File: config.mk
export PLATFORM = sky130hd
export DESIGN_NAME = sarc_ctrl
export DESIGN_NICKNAME = d
export VERILOG_FILES = /design/src/design/sarc_pkg.sv /design/src/design/sarc_ctrl.sv /design/src/design/sarc_divider.sv
export SDC_FILE = /design/constraint.sdc
export NUM_CORES = 1
export LEC_CHECK = 0
export ABC_AREA = 1
export BUFFER_PORTS_ARGS = -buffer_cell sky130_fd_sc_hd__buf_2
export CAP_MARGIN = 5
export CORE_ASPECT_RATIO = 0.7
export CORE_MARGIN = 4
export CORE_UTILIZATION = 52
export CTS_BUF_LIST = sky130_fd_sc_hd__clkbuf_16
export CTS_CLUSTER_SIZE = 30
export DETAILED_ROUTE_END_ITERATION = 16
export PLACE_DENSITY_LB_ADDON = 0.1
export SKIP_CTS_REPAIR_TIMING = 1
export SYNTH_ARGS = -nofsm -noshare
export SYNTH_HDL_FRONTEND = slang
export SYNTH_HIERARCHICAL = 1
export SYNTH_SLANG_ARGS = --single-unit
File: constraint.sdc
create_clock -name core_clk_in -period 3 [get_ports core_clk_in]
set_input_delay 0.6 -clock core_clk_in [delete_from_list [all_inputs] [get_ports core_clk_in]]
set_output_delay 0.6 -clock core_clk_in [all_outputs]
set_load 0.01 [all_outputs]
File: src/design/sarc_pkg.sv
// sarc_pkg: constants, register map and carrier types for the converter control block
// assumes a 32-bit AHB-Lite register bus with word-aligned registers
package sarc_pkg;

  // ---------------------------------------------------------------
  // register map (byte addresses)
  // ---------------------------------------------------------------
  localparam logic [3:0] SARC_OFS_STATUS_CONTROL = 4'h0;
  localparam logic [3:0] SARC_OFS_RESULT = 4'h4;
  localparam logic [3:0] SARC_OFS_CLOCK_CONFIG = 4'h8;

  // ---------------------------------------------------------------
  // field positions
  // ---------------------------------------------------------------
  localparam int SARC_BIT_COMPLETE = 7;
  localparam int SARC_BIT_IRQ_EN = 6;
  localparam int SARC_BIT_CONT = 5;
  localparam int SARC_BIT_CLK_SRC = 4;
  localparam int SARC_PRE_LSB = 5;

  // ---------------------------------------------------------------
  // reset values and channel codes
  // ---------------------------------------------------------------
  localparam logic [4:0] SARC_CHAN_RESET = 5'h1F;
  localparam logic [4:0] SARC_CHAN_EXT_LAST = 5'h05;
  localparam logic [4:0] SARC_CHAN_REF_HIGH = 5'h1D;
  localparam logic [4:0] SARC_CHAN_REF_LOW = 5'h1E;
  localparam logic [4:0] SARC_CHAN_OFF = 5'h1F;
  localparam logic [2:0] SARC_PRE_RESET = 3'h0;
  localparam logic [7:0] SARC_RESULT_RESET = 8'h00;
  localparam logic [7:0] SARC_REF_HIGH_CODE = 8'hFF;
  localparam logic [7:0] SARC_REF_LOW_CODE = 8'h00;

  // ---------------------------------------------------------------
  // cycle counts: conversion length in converter clocks
  // ---------------------------------------------------------------
  localparam logic [4:0] SARC_SAMPLE_TICKS = 5'h08;
  localparam logic [4:0] SARC_CONV_TICKS = 5'h10;
  localparam logic [3:0] SARC_DIV_MAX = 4'hF;

  // control fields, shared between bus side and sequencer
  typedef struct packed {
    logic irq_en;
    logic cont;
    logic [4:0] chan;
    logic clk_src;
    logic [2:0] prescale;
  } sarc_ctrl_t;

  // analog side: comparator trial value out, decision back
  typedef struct packed {
    logic [7:0] trial;
    logic [5:0] chan_onehot;
    logic ref_high_sel;
    logic ref_low_sel;
    logic power_down;
  } sarc_analog_t;

endpackage : sarc_pkg

File: src/design/sarc_ctrl.sv
// sarc_ctrl: successive-approximation control, registers and sequencing
// assumes an AHB-Lite master, an oscillator clock enable and an analog comparator
`timescale 1ns/1ps
module sarc_ctrl (
  input wire logic core_clk_in,
  input wire logic reset_in,
  input wire logic hsel_in,
  input wire logic [31:0] haddr_in,
  input wire logic [1:0] htrans_in,
  input wire logic hwrite_in,
  input wire logic [2:0] hsize_in,
  input wire logic [31:0] hwdata_in,
  input wire logic hready_in,
  output logic [31:0] hrdata_out,
  output logic hreadyout_out,
  output logic hresp_out,
  input wire logic osc_tick_in,
  input wire logic stop_mode_in,
  input wire logic comp_above_in,
  output sarc_pkg::sarc_analog_t analog_out,
  output logic conv_irq_out
);
  import sarc_pkg::*;

  typedef enum logic [2:0] {
    SARC_IDLE = 3'b001,
    SARC_SAMPLE = 3'b010,
    SARC_DECIDE = 3'b100
  } sarc_state_t;

  sarc_state_t state_r;
  sarc_state_t state_nxt;
  sarc_ctrl_t ctrl_r;
  logic complete_r;
  logic irq_r;
  logic [7:0] result_r;
  logic [7:0] trial_r;
  logic [7:0] trial_nxt;
  logic [7:0] bit_r;
  logic [7:0] bit_nxt;
  logic [4:0] ticks_r;
  logic [4:0] ticks_nxt;
  logic ph_write_r;
  logic [3:0] ph_addr_r;
  logic ph_read_r;
  logic [3:0] ph_raddr;

  // ---------------------------------------------------------------
  // bus address phase decode
  // ---------------------------------------------------------------
  wire addr_valid = hsel_in & hready_in & htrans_in[1];
  wire [3:0] addr_low = haddr_in[3:0];
  wire wr_sc = ph_write_r & (ph_addr_r == SARC_OFS_STATUS_CONTROL);
  wire wr_clk = ph_write_r & (ph_addr_r == SARC_OFS_CLOCK_CONFIG);
  wire rd_result = addr_valid & ~hwrite_in & (addr_low == SARC_OFS_RESULT);

  // latch address phase; write data lands one cycle later
  always_ff @(posedge core_clk_in or posedge reset_in) begin
    if (reset_in) begin
      ph_write_r <= 1'b0;
      ph_read_r <= 1'b0;
      ph_addr_r <= 4'h0;
    end else begin
      ph_write_r <= addr_valid & hwrite_in;
      ph_read_r <= addr_valid & ~hwrite_in;
      ph_addr_r <= addr_low;
    end
  end

  // zero-wait slave, always OKAY; unmapped reads return zero
  assign hreadyout_out = 1'b1;
  assign hresp_out = 1'b0;
  assign ph_raddr = ph_addr_r;

  // ---------------------------------------------------------------
  // control registers
  // ---------------------------------------------------------------
  // the written flag bit is ignored: its write function is reserved
  always_ff @(posedge core_clk_in or posedge reset_in) begin
    if (reset_in) begin
      ctrl_r.irq_en <= 1'b0;
      ctrl_r.cont <= 1'b0;
      ctrl_r.chan <= SARC_CHAN_RESET;
      ctrl_r.clk_src <= 1'b0;
      ctrl_r.prescale <= SARC_PRE_RESET;
    end else begin
      if (wr_sc) begin
        ctrl_r.irq_en <= hwdata_in[SARC_BIT_IRQ_EN];
        ctrl_r.cont <= hwdata_in[SARC_BIT_CONT];
        ctrl_r.chan <= hwdata_in[4:0];
      end
      if (wr_clk) begin
        ctrl_r.prescale <= hwdata_in[SARC_PRE_LSB +: 3];
        ctrl_r.clk_src <= hwdata_in[SARC_BIT_CLK_SRC];
      end
    end
  end

  // ---------------------------------------------------------------
  // converter clock: bus clock or oscillator, then prescaler
  // ---------------------------------------------------------------
  wire powered_down = (ctrl_r.chan == SARC_CHAN_OFF);
  wire src_tick = ctrl_r.clk_src ? 1'b1 : osc_tick_in;
  wire running = (state_r != SARC_IDLE);
  wire conv_tick;

  sarc_divider u_div (
    .core_clk_in(core_clk_in),
    .reset_in(reset_in),
    .src_tick_in(src_tick),
    .prescale_in(ctrl_r.prescale),
    .run_in(running),
    .tick_out(conv_tick)
  );

  // ---------------------------------------------------------------
  // sequencer: eight sample ticks then eight bit decisions
  // ---------------------------------------------------------------
  // a control write restarts; stale work is discarded on purpose
  // a write judges power state by the new channel, not the one it replaces
  wire wr_off = (hwdata_in[4:0] == SARC_CHAN_OFF);
  wire start = wr_sc & ~wr_off & ~stop_mode_in;
  wire abort = stop_mode_in | (wr_sc ? wr_off : powered_down);
  wire last_decide = (state_r == SARC_DECIDE) & conv_tick & bit_r[0];
  wire done = last_decide & ~abort & ~wr_sc;
  wire [7:0] final_word = comp_above_in ? trial_r : (trial_r & ~bit_r);

  always_comb begin
    state_nxt = state_r;
    trial_nxt = trial_r;
    bit_nxt = bit_r;
    ticks_nxt = ticks_r;
    if (abort) begin
      state_nxt = SARC_IDLE;
    end else if (start) begin
      state_nxt = SARC_SAMPLE;
      ticks_nxt = 5'h00;
      bit_nxt = 8'h80;
      trial_nxt = 8'h80;
    end else begin
      unique case (state_r)
        SARC_IDLE: begin
          state_nxt = SARC_IDLE;
        end
        SARC_SAMPLE: begin
          if (conv_tick) begin
            ticks_nxt = 5'(ticks_r + 5'h01);
            if (ticks_r == SARC_SAMPLE_TICKS - 5'h01) begin
              state_nxt = SARC_DECIDE;
            end
          end
        end
        SARC_DECIDE: begin
          if (conv_tick) begin
            ticks_nxt = 5'(ticks_r + 5'h01);
            // keep or drop the trial bit, try the next one
            trial_nxt = (comp_above_in ? trial_r : (trial_r & ~bit_r)) | (bit_r >> 1);
            bit_nxt = bit_r >> 1;
            if (bit_r[0]) begin
              if (ctrl_r.cont) begin
                state_nxt = SARC_SAMPLE;
                ticks_nxt = 5'h00;
                bit_nxt = 8'h80;
                trial_nxt = 8'h80;
              end else begin
                state_nxt = SARC_IDLE;
              end
            end
          end
        end
      endcase
    end
  end

  // sixteen ticks per conversion plus up to one tick of phase
  always_ff @(posedge core_clk_in or posedge reset_in) begin
    if (reset_in) begin
      state_r <= SARC_IDLE;
      trial_r <= 8'h00;
      bit_r <= 8'h00;
      ticks_r <= 5'h00;
    end else begin
      state_r <= state_nxt;
      trial_r <= trial_nxt;
      bit_r <= bit_nxt;
      ticks_r <= ticks_nxt;
    end
  end

  // ---------------------------------------------------------------
  // result and completion flag / interrupt
  // ---------------------------------------------------------------
  // references give fixed codes; reserved codes just take the comparator
  wire [7:0] conv_word = (ctrl_r.chan == SARC_CHAN_REF_HIGH) ? SARC_REF_HIGH_CODE :
                         (ctrl_r.chan == SARC_CHAN_REF_LOW) ? SARC_REF_LOW_CODE : final_word;

  always_ff @(posedge core_clk_in or posedge reset_in) begin
    if (reset_in) begin
      result_r <= SARC_RESULT_RESET;
    end else if (done) begin
      result_r <= conv_word;
    end
  end

  // set wins over clear when a completion meets the clearing access
  always_ff @(posedge core_clk_in or posedge reset_in) begin
    if (reset_in) begin
      complete_r <= 1'b0;
    end else if (done & ~ctrl_r.irq_en) begin
      complete_r <= 1'b1;
    end else if (rd_result | ctrl_r.irq_en) begin
      complete_r <= 1'b0;
    end
  end

  always_ff @(posedge core_clk_in or posedge reset_in) begin
    if (reset_in) begin
      irq_r <= 1'b0;
    end else if (done & ctrl_r.irq_en) begin
      irq_r <= 1'b1;
    end else if (rd_result | wr_sc | ~ctrl_r.irq_en) begin
      irq_r <= 1'b0;
    end
  end

  assign conv_irq_out = irq_r;

  // ---------------------------------------------------------------
  // read data; flag reads zero while interrupts enabled
  // ---------------------------------------------------------------
  wire flag_view = complete_r & ~ctrl_r.irq_en;
  wire [31:0] sc_word = {24'h000000, flag_view, ctrl_r.irq_en, ctrl_r.cont, ctrl_r.chan};
  wire [31:0] clk_word = {24'h000000, ctrl_r.prescale, ctrl_r.clk_src, 4'h0};
  wire [31:0] rd_word = (ph_raddr == SARC_OFS_STATUS_CONTROL) ? sc_word :
                        (ph_raddr == SARC_OFS_RESULT) ? {24'h000000, result_r} :
                        (ph_raddr == SARC_OFS_CLOCK_CONFIG) ? clk_word : 32'h00000000;

  // only whole-word transfers reach this slave, so size is not decoded
  wire unused_ok = |hsize_in | ph_read_r;
  assign hrdata_out = rd_word;

  // ---------------------------------------------------------------
  // analog mux controls
  // ---------------------------------------------------------------
  genvar g;
  generate
    for (g = 0; g < 6; g++) begin : g_chan
      assign analog_out.chan_onehot[g] = (ctrl_r.chan == 5'(g)) & running;
    end
  endgenerate
  assign analog_out.ref_high_sel = (ctrl_r.chan == SARC_CHAN_REF_HIGH);
  assign analog_out.ref_low_sel = (ctrl_r.chan == SARC_CHAN_REF_LOW);
  assign analog_out.power_down = powered_down | stop_mode_in;
  assign analog_out.trial = trial_r;

endmodule : sarc_ctrl

File: src/design/sarc_divider.sv
// sarc_divider: power-of-two tick generator for the converter clock
// assumes the source enable is a one-cycle pulse or held high
`timescale 1ns/1ps
module sarc_divider (
  input wire logic core_clk_in,
  input wire logic reset_in,
  input wire logic src_tick_in,
  input wire logic [2:0] prescale_in,
  input wire logic run_in,
  output logic tick_out
);
  import sarc_pkg::*;

  logic [3:0] count_r;
  logic [3:0] count_nxt;
  logic [3:0] mask;
  logic wrap;

  // ---------------------------------------------------------------
  // divide ratio: codes with top bit set all mean sixteen
  // ---------------------------------------------------------------
  assign mask = prescale_in[2] ? SARC_DIV_MAX : 4'((5'h01 << prescale_in[1:0]) - 5'h01);
  assign wrap = ((count_r & mask) == mask);
  assign count_nxt = (!run_in) ? 4'h0 : (src_tick_in ? 4'(count_r + 4'h1) : count_r);

  // counter on source ticks, held clear while idle
  always_ff @(posedge core_clk_in or posedge reset_in) begin
    if (reset_in) begin
      count_r <= 4'h0;
    end else begin
      count_r <= count_nxt;
    end
  end

  // one-cycle enable, the converter clock
  assign tick_out = run_in & src_tick_in & wrap;

endmodule : sarc_divider

==> impl_metrics.csv, run 1 <==
group,metric,value,unit
outcome,status,"completed",
pwr,finalPower,0.001592,W
critical_path,cpPeakStageDelay,0.55,ns
clocking,worstSkewPairLatency,0.28,ns
timing,drv_slew,0,
detailed_routing,routed_wl,7.068,mm
yosys,syn_inst,391,
layout,area_delta_synth_final,12.14,%
timing,max-slew-margin-rel,59.44,%
floorplan,die_w,100.8,um
clocking,cts_sinks,54,
clocking,cts_made_buffers,5,
pwr,leakagePower,1.817,nW
critical_path,cp.arrival,1.74,ns
critical_path,crit_slowest_cell,"dfstp_2",
clocking,cts-root-buf,"clkbuf_16",
critical_path,reg2reg_to,"trial_r[7]",
timing,setup_viol,0,
yosys,synth_area,0.003134,mm^2
timing,rsz0062_at_grt,"no",
detailed_routing,drt-met1-wl,3.397,mm
layout,final_area,0.003515,mm^2
critical_path,path_max_fanout,5,
pwr,power_density,452.9,mW/mm^2
timing,hold_viol,0,
detailed_routing,wl_met3,412,um
global_route,grt_use_total,20.10,%
timing,final.setup.tns,0,ns
floorplan,ios,129,
layout,instances_no_fill,517,
clocking,cts_max_path_buffers,2,
clocking,cts_tree,"yes",
layout,antenna_cells,0,
critical_path,required,2.40,ns
clocking,clk_pin_slew,0.07,ns
critical_path,cp_cell_sequence,"inv_1, nor3_1, buf_4, inv_1, buf_4, nand3_1, nor2_1, buf_2",
critical_path,rr_startpoint,"state_r[0]",
critical_path,crit_path_end_kind,"output pin",
timing,fmax,0.4280,GHz
clocking,h-tree-depth,2,
placement,gp_congestion,0.8319,
yosys,ys.warnings.count,6,
floorplan,start_util,54.19,%
timing,min_period,2.336,ns
pwr,ir_worst_vdd,0.0002579,V
run,max-cap-violations,0,
global_route,grt_max_degree,22,
timing,skew,0.005244,ns
floorplan,die_h,72.96,um
floorplan,core-area,0.005784,mm^2
critical_path,crit_end,"analog_out[4]",
global_route,grt_pass1_vias,2507,
yosys,ys_ff_latch,54,
detailed_routing,dr.first_iter.drc_count,137,
placement,dp_cells,510,
detailed_routing,ant_nets,0,
yosys,synthDistinctLibCells,39,
detailed_routing,wl_per_cell,13.67,um
detailed_routing,route.met2.wl,3.195,mm
timing,fin_crit_sh,77.88,%
layout,fin_nets,521,
placement,io_buffer_count,46,
detailed_routing,drt_first_pass_iters,4,
global_route,antenna_found_initial,0,
layout,drive_gt1_share,22.85,%
detailed_routing,top_layer_used,"met4",
critical_path,r2r_slack,0.79,ns
critical_path,worst_setup_path_start_kind,"flip-flop",
detailed_routing,vias_per_cell,5.087,
global_route,grt_pass1_wl,11.74,mm
worst_hold_path,holdCritPathClass,"in -> async",
critical_path,path_class,"reg -> out",
critical_path,crit_start,"state_r[0]",
critical_path,reg2reg_depth,14,
detailed_routing,vias,2630,
global_route,grt_overflow_total,0,
detailed_routing,drc,0,
floorplan,die_area,0.007354,mm^2
yosys,synth-seq-area-share,43.35,%
floorplan,rows,23,
placement,place_area,0.003356,mm^2
placement,hpwl,5.439,mm
yosys,synth_area_per_cell,8.016,um^2
layout,n_fill_cell,533,
timing,tightestPinTransition,0.6021,ns
==> area by class of cell <==
cell class                 count  area, um^2  share of cell area [%]
sequential                    54        1359                   38.66
clock buffer                   5       125.1                   3.560
timing repair buffer          52       275.3                   7.832
inverter                      41       153.9                   4.379
tap                           75       93.84                   2.670
multi-input combinational    288        1474                   41.94
clock inverter                 2       33.78                  0.9612
==> report_power, final <==
| group | internal [W] | switching, W | total, W | leakage [nW] |
|---|---|---|---|---|
| sequential | 0.000759 | 0.0000275 | 0.000786 | 0.703 |
| combinational | 0.0000518 | 0.000122 | 0.000174 | 1.04 |
| clock | 0.000386 | 0.000245 | 0.000632 | 0.0773 |
==> flip-flops by register name, indices dropped and copies added, names as in the netlist <==
name / count
ctrl_r: 7
bit_r: 8
result_r: 8
trial_r: 8
ticks_r: 5
u_div/count_r: 4
conv_irq_out: 1
ph_addr_r: 4
ph_write_r: 1
complete_r: 1
state_r: 3
clk_word: 4
==> routing by layer <==
layer	vias to the layer above	global-route usage [%]
met2	63	31.29
met3	7	3.343
met4	0	5.082
met5	-	0
li1	1322	-
met1	1238	29.30
==> cell usage after synthesis (all sizes together) <==
cell type    n  area (um^2)
o22ai        4        25.02
dfrtp       48         1201
conb         2        7.510
mux2         1        11.26
xor2         1        8.760
clkbuf       1        3.750
nand2      105        419.2
nor4         4        31.28
or2          2        12.51
clkinv       1        3.750
xnor2        1        8.760
buf         31        234.0
a31oi        1        6.260
ha           2        25.02
a21oi       14        73.82
o21ai       36        244.0
nor3         4        25.02
nand4        6        37.54
o221ai       1        8.760
nand3       31        197.7
and3         1        6.260
nor2        40        175.2
dfstp        6        157.7
a21boi       8        60.06
inv         40        150.1
==> cells by family (layout without fill, tap and decap cells) <==
group,Yosys count,after routing,synth area share (%)
buffers and inverters,73,100,12.49
other,2,26,0.2396
flip-flops,54,54,43.35
AND/OR/NAND/NOR,193,193,28.86
adder cells (fa/ha/maj),2,2,0.7983
XOR/XNOR,2,2,0.5590
AO/OA/AOI/OAI,64,64,13.33
multiplexers,1,1,0.3593
==> cell usage in the layout, fill, tap and decap left out, drive strengths merged, types with 5 or more instances in the layout <==
cell type,n
nand3,31
a21boi,8
a21oi,14
dfstp,6
inv,40
nand4,6
buf,52
conb,26
dfrtp,48
nor2,40
o21ai,36
clkbuf,5
nand2,105
==> stage by stage <==
stage	hold WS, ns	utilization (%)	setup slack (ns)
after floorplan	0.3661	-	1.065
after global placement	0.4629	58.01	0.7840
after detailed placement	0.4729	58.01	0.7459
after CTS	0.2048	60.76	0.6646
after global routing	0.2068	60.76	0.5572
final	0.2044	60.76	0.6637
==> worst max-delay path: cells and delay by family, from the launching register on <==
kind | cells | cell delay, ns
flops | 1 | 0.55
simple gates | 3 | 0.33
buf+inv | 5 | 0.59
==> worst min-delay path by stage <==
| stage | startpoint | to | depth (start not counted) |
|---|---|---|---|
| 3_3_place_gp | ticks_r[4] | ticks_r[4] | 2 |
| 6_report | reset_in | u_div/count_r[0] | 2 |
| 4_1_cts | reset_in | u_div/count_r[1] | 2 |
| 2_1_floorplan | reset_in | u_div/count_r[0] | 1 |
| 5_1_grt | reset_in | u_div/count_r[1] | 2 |
| 3_5_place_dp | result_r[1] | result_r[1] | 2 |
(Power assumes the default switching activity.)
==> inputs of run 2 (changes only) <==
--- a/config.mk
+++ b/config.mk
@@ -10,7 +10,7 @@
 export CAP_MARGIN = 5
 export CORE_ASPECT_RATIO = 0.7
 export CORE_MARGIN = 4
-export CORE_UTILIZATION = 52
+export CORE_UTILIZATION = 49
 export CTS_BUF_LIST = sky130_fd_sc_hd__clkbuf_16
 export CTS_CLUSTER_SIZE = 30
 export DETAILED_ROUTE_END_ITERATION = 16
==> constraint.sdc (replaced) <==
create_clock -name core_clk_in -period 2.25 [get_ports core_clk_in]
set_input_delay 0.45 -clock core_clk_in [delete_from_list [all_inputs] [get_ports core_clk_in]]
set_output_delay 0.45 -clock core_clk_in [all_outputs]
set_load 0.01 [all_outputs]
==> impl_metrics.csv, run 2 (same netlist as run 1, synthesis figures left out) <==
group,metric,value,unit
outcome,status,"completed",
pwr,seqPwrFrac,49.0,%
pwr,finalPower,0.002137,W
pwr,p_sw,0.0005375,W
pwr,p_comb_share,10.9,%
clocking,cts_max_path_buffers,2,
timing,max-slew-margin-rel,56.68,%
critical_path,crit_path_end_kind,"output pin",
floorplan,rows,24,
timing,fin_crit_sh,94.13,%
worst_hold_path,holdCritPathClass,"in -> async",
global_route,grt_pass1_wl,11.36,mm
global_route,antenna_found_initial,0,
clocking,worstSkewPairLatency,0.29,ns
detailed_routing,drc,0,
detailed_routing,drt_first_pass_iters,4,
pwr,power_switching_share,25.15,%
global_route,grt_pass1_vias,2310,
layout,instances_no_fill,523,
global_route,grt_use_total,18.20,%
detailed_routing,ant_nets,0,
pwr,clockPowerShare,40.0,%
timing,drv_slew,0,
timing,skew,0.01168,ns
detailed_routing,wl_per_cell,13.12,um
detailed_routing,vias,2611,
timing,final.setup.tns,0,ns
floorplan,ios,129,
placement,io_buffer_count,46,
critical_path,path_class,"reg -> out",
floorplan,die_h,74.92,um
clocking,cts_made_buffers,5,
layout,fin_util,57.19,%
global_route,met3_usage,3.599,%
pwr,ir_worst_vdd,0.0003186,V
timing,holdWs,0.04480,ns
critical_path,cp.arrival,1.67,ns
layout,mostFrequentLayoutCell,"nand2_1",
clocking,cts_tree,"yes",
timing,hold_viol,0,
timing,min_period,2.118,ns
global_route,busiest_layer,"met2",
timing,tightestPinTransition,0.6497,ns
clocking,clk_pin_slew,0.07,ns
placement,hpwl,5.190,mm
detailed_routing,routed_wl,6.861,mm
layout,final_cell_mix,"101 x nand2_1, 48 x dfrtp_1, 46 x buf_2",
clocking,cts_sinks,54,
critical_path,cp_cell_sequence,"nor2_4, nand3_1, o221ai_1, buf_2",
critical_path,cpPeakStageDelay,0.39,ns
layout,fin_nets,523,
timing,rsz0062_at_grt,"no",
critical_path,critPathTopFamily,"simple AND/OR/NAND/NOR gates",
critical_path,crit_slowest_cell,"dfrtp_1",
critical_path,worst_setup_path_start_kind,"flip-flop",
detailed_routing,dr.first_iter.drc_count,132,
layout,antenna_cells,0,
layout,drive_gt1_share,23.37,%
global_route,grt_max_degree,51,
run,max-cap-violations,0,
floorplan,die_w,103.6,um
floorplan,die_area,0.007760,mm^2
floorplan,start_util,50.42,%
layout,reg.largest.list,"bit_r (8), result_r (8), trial_r (8)",
layout,area_delta_synth_final,13.41,%
global_route,grtUsageMet1,26.98,%
placement,dp_cells,515,
floorplan,core-area,0.006216,mm^2
placement,gp_congestion,0.8394,
global_route,grt_overflow_total,0,
clocking,h-tree-depth,2,
pwr,p_int,0.001600,W
critical_path,required,1.80,ns
timing,setup_viol,0,
pwr,power_density,601.2,mW/mm^2
timing,fmax,0.4721,GHz
critical_path,path_max_fanout,11,
detailed_routing,vias_per_cell,4.992,
pwr,leakagePower,1.844,nW
critical_path,worst-path-buf-inv,1,
global_route,met2_usage,27.97,%
clocking,cts-root-buf,"clkbuf_16",
-- run 2: cell count changes in the layout (fill, tap and decap cells not counted) --
cell and change:
buf_4 +1, nor3_2 +1, clkinv_1 -1, buf_12 +1, nor3_1 -1, inv_1 +2
-- run 2: area by class of cell --
type / count / area [um^2]
sequential: 54 / 1359
clock buffer: 5 / 125.1
tap: 78 / 97.59
timing repair buffer: 54 / 302.8
fill: 588 / 2661
multi-input combinational: 288 / 1479
inverter: 41 / 153.9
clock inverter: 3 / 37.54
-- run 2: worst paths after layout --
check	cells after the start	slack, ns	from	end
worst max-delay path	4	0.13	ph_addr_r[1]	hrdata_out[5]
worst min-delay path	2	0.04	reset_in	u_div/count_r[0]
worst max register to register	9	0.30	clk_word[4]	result_r[7]
worst min register to register	2	0.48	result_r[1]	result_r[1]
max in group asynchronous	3	1.48	reset_in	ticks_r[0]
min in group core_clk_in	1	0.27	haddr_in[1]	ph_addr_r[1]
-- run 2: power groups by stage --
stage | clock network [W] | registers [W] | logic [W]
3_5_place_dp | 0 | 0.00107 | 0.000233
6_report | 0.000856 | 0.00105 | 0.000233
5_1_grt | 0.000920 | 0.00105 | 0.000264
3_3_place_gp | 0 | 0.00107 | 0.000229
4_1_cts | 0.000882 | 0.00105 | 0.000234
2_1_floorplan | 0 | 0.00106 | 0.000194
-- run 2: through the flow --
stage               setup slack (ns)  area, um^2
global placement              0.1693        3387
detailed placement            0.1823        3387
CTS                          0.01546        3550
floorplan                     0.3152        3224
global route                 0.01850        3555
finish                        0.1320        3555
-- run 2: layer usage --
| metal | vias to the layer above | wire, um | part of all wire [%] |
|---|---|---|---|
| met3 | 5 | 350 | 5.1 |
| li1 | 1328 | - | - |
| met2 | 59 | 2882 | 42 |
| met5 | - | 0 | 0 |
| met1 | 1219 | 3575 | 52 |
| met4 | 0 | 52 | 0.76 |
-- run 2: worst register-to-register path, cell delays in order (launching register included) --
cell and delay [ns]:
dfrtp_1 0.37, or2_2 0.20, nand2_1 0.08, a21oi_2 0.09
nand2_1 0.05, nor2_1 0.32, and3_1 0.27, nand3_4 0.24
nand2_1 0.16, o21ai_2 0.06
==> inputs of run 3 (changes only) <==
--- a/config.mk
+++ b/config.mk
@@ -9,13 +9,11 @@
 export BUFFER_PORTS_ARGS = -buffer_cell sky130_fd_sc_hd__buf_2
 export CAP_MARGIN = 5
 export CORE_ASPECT_RATIO = 0.7
-export CORE_MARGIN = 4
 export CORE_UTILIZATION = 49
 export CTS_BUF_LIST = sky130_fd_sc_hd__clkbuf_16
 export CTS_CLUSTER_SIZE = 30
 export DETAILED_ROUTE_END_ITERATION = 16
 export PLACE_DENSITY_LB_ADDON = 0.1
-export SKIP_CTS_REPAIR_TIMING = 1
 export SYNTH_ARGS = -nofsm -noshare
 export SYNTH_HDL_FRONTEND = slang
 export SYNTH_HIERARCHICAL = 1
==> impl_metrics.csv, run 3 (same netlist as run 1, synthesis figures left out) <==
group,metric,value,unit
critical_path,crit_end,"hrdata_out[5]",
timing,min_period,2.069,ns
clocking,cts_tree,"yes",
timing,rsz0062_at_grt,"no",
pwr,leakagePower,1.833,nW
layout,mostFrequentLayoutCell,"nand2_1",
timing,final.setup.tns,0,ns
critical_path,worst_setup_path_start_kind,"flip-flop",
critical_path,path_max_fanout,10,
placement,hpwl,5.015,mm
floorplan,die_area,0.006725,mm^2
clocking,cts-root-buf,"clkbuf_16",
pwr,ir_worst_vdd,0.0003015,V
clocking,cts_sinks,54,
timing,max-slew-margin-rel,61.44,%
run,max-cap-violations,0,
critical_path,r2r_slack,0.23,ns
pwr,power_density,574.5,mW/mm^2
placement,io_buffer_count,46,
critical_path,required,1.80,ns
global_route,grt_pass1_vias,2300,
timing,fmax,0.4833,GHz
clocking,worstSkewPairLatency,0.29,ns
global_route,busiest_layer,"met2",
layout,n_fill_cell,547,
placement,gp_congestion,0.8401,
global_route,grt_use_total,21.20,%
global_route,grt_overflow_total,0,
layout,antenna_cells,0,
global_route,grt_pass1_wl,11.12,mm
clocking,clk_pin_slew,0.07,ns
placement,dp_slack,0.1871,ns
detailed_routing,ant_nets,0,
floorplan,rows,23,
global_route,grt_max_degree,51,
timing,skew,0.007216,ns
timing,hold_viol,0,
detailed_routing,wl_per_cell,12.64,um
timing,drv_slew,0,
critical_path,rr_startpoint,"ph_addr_r[2]",
timing,fin_crit_sh,91.96,%
detailed_routing,vias,2608,
clocking,h-tree-depth,2,
layout,final_cell_mix,"101 x nand2_1, 48 x dfrtp_1, 46 x buf_2",
global_route,grtUsageMet1,31.43,%
global_route,met3_usage,4.536,%
critical_path,crit_start,"ph_addr_r[1]",
layout,fin_nets,524,
timing,tightestPinTransition,0.5724,ns
detailed_routing,dr.first_iter.drc_count,163,
layout,reg.largest.list,"bit_r (8), result_r (8), trial_r (8)",
critical_path,path_class,"reg -> out",
detailed_routing,drc,0,
floorplan,die_h,68.92,um
floorplan,start_util,52.87,%
floorplan,ios,129,
clocking,cts_max_path_buffers,2,
outcome,status,"completed",
detailed_routing,drt_first_pass_iters,4,
detailed_routing,vias_per_cell,5.006,
timing,setup_viol,0,
clocking,cts_made_buffers,5,
critical_path,reg2reg_to,"result_r[5]",
layout,drive_gt1_share,23.54,%
timing,fin_ws,0.1809,ns
global_route,antenna_found_initial,0,
worst_hold_path,holdCritPathClass,"in -> async",
layout,area_delta_synth_final,12.73,%
critical_path,cp.arrival,1.62,ns
critical_path,crit_path_end_kind,"output pin",
detailed_routing,routed_wl,6.587,mm
global_route,met2_usage,32.34,%
floorplan,core-area,0.005928,mm^2
critical_path,reg2reg_depth,8,
floorplan,die_w,97.59,um
## run 3: layer usage
| layer | wire (um) | vias to the layer above | part of all wire (%) |
|---|---|---|---|
| met5 | 0 | - | 0 |
| met3 | 405 | 6 | 6.1 |
| met2 | 2751 | 75 | 42 |
| met1 | 3389 | 1200 | 51 |
| li1 | - | 1327 | - |
| met4 | 40 | 0 | 0.61 |
## run 3: what timing repair did
item,in CTS,in global routing
setup buffers,0,0
hold buffers,0,0
gates resized for setup,0,1
endpoints found under the setup margin,0,2
## run 3: worst max-delay path, stage by stage, from the launching register on
cell      delay (ns)
dfrtp_1         0.40
nor2_4          0.14
buf_4           0.19
nand3_1         0.21
o221ai_1        0.23
buf_2           0.17
## run 3: how the worst min path moves through the flow
stage | cells after the start | slack, ns | end | startpoint
finish | 2 | 0.06 | u_div/count_r[2] | reset_in
global route | 2 | 0.06 | u_div/count_r[2] | reset_in
CTS | 2 | 0.06 | u_div/count_r[2] | reset_in
detailed placement | 2 | 0.37 | u_div/count_r[3] | reset_in
global placement | 2 | 0.36 | u_div/count_r[3] | reset_in
floorplan | 1 | 0.22 | u_div/count_r[0] | reset_in
## run 3: final cells by class
type / count / area [um^2] / area share [%]
multi-input cells: 288 / 1479 / 41.86
clock buffers: 5 / 125.1 / 3.541
well taps: 75 / 93.84 / 2.656
flip-flops and latches: 54 / 1359 / 38.46
clock inverters: 3 / 12.51 / 0.3541
inverters: 41 / 153.9 / 4.356
repair buffers: 55 / 310.3 / 8.782
## run 3: through the flow
step	power [W]	instance area [um^2]	std cells	util, %	hold slack, ns
finish	0.002030	3533	521	59.60	0.05885
global placement	0.001300	3391	513	57.20	0.3616
CTS	0.002051	3528	521	59.52	0.05845
detailed placement	0.001304	3391	513	57.20	0.3742
floorplan	0.001250	3224	415	-	0.2161
global route	0.002128	3533	521	59.60	0.06123
## run 3: power breakdown
group	internal [W]	total [W]	switching (W)	leakage, nW
combinational	0.0000741	0.000236	0.000162	1.06
sequential	0.00101	0.00105	0.0000383	0.703
clock	0.000404	0.000744	0.000341	0.0724
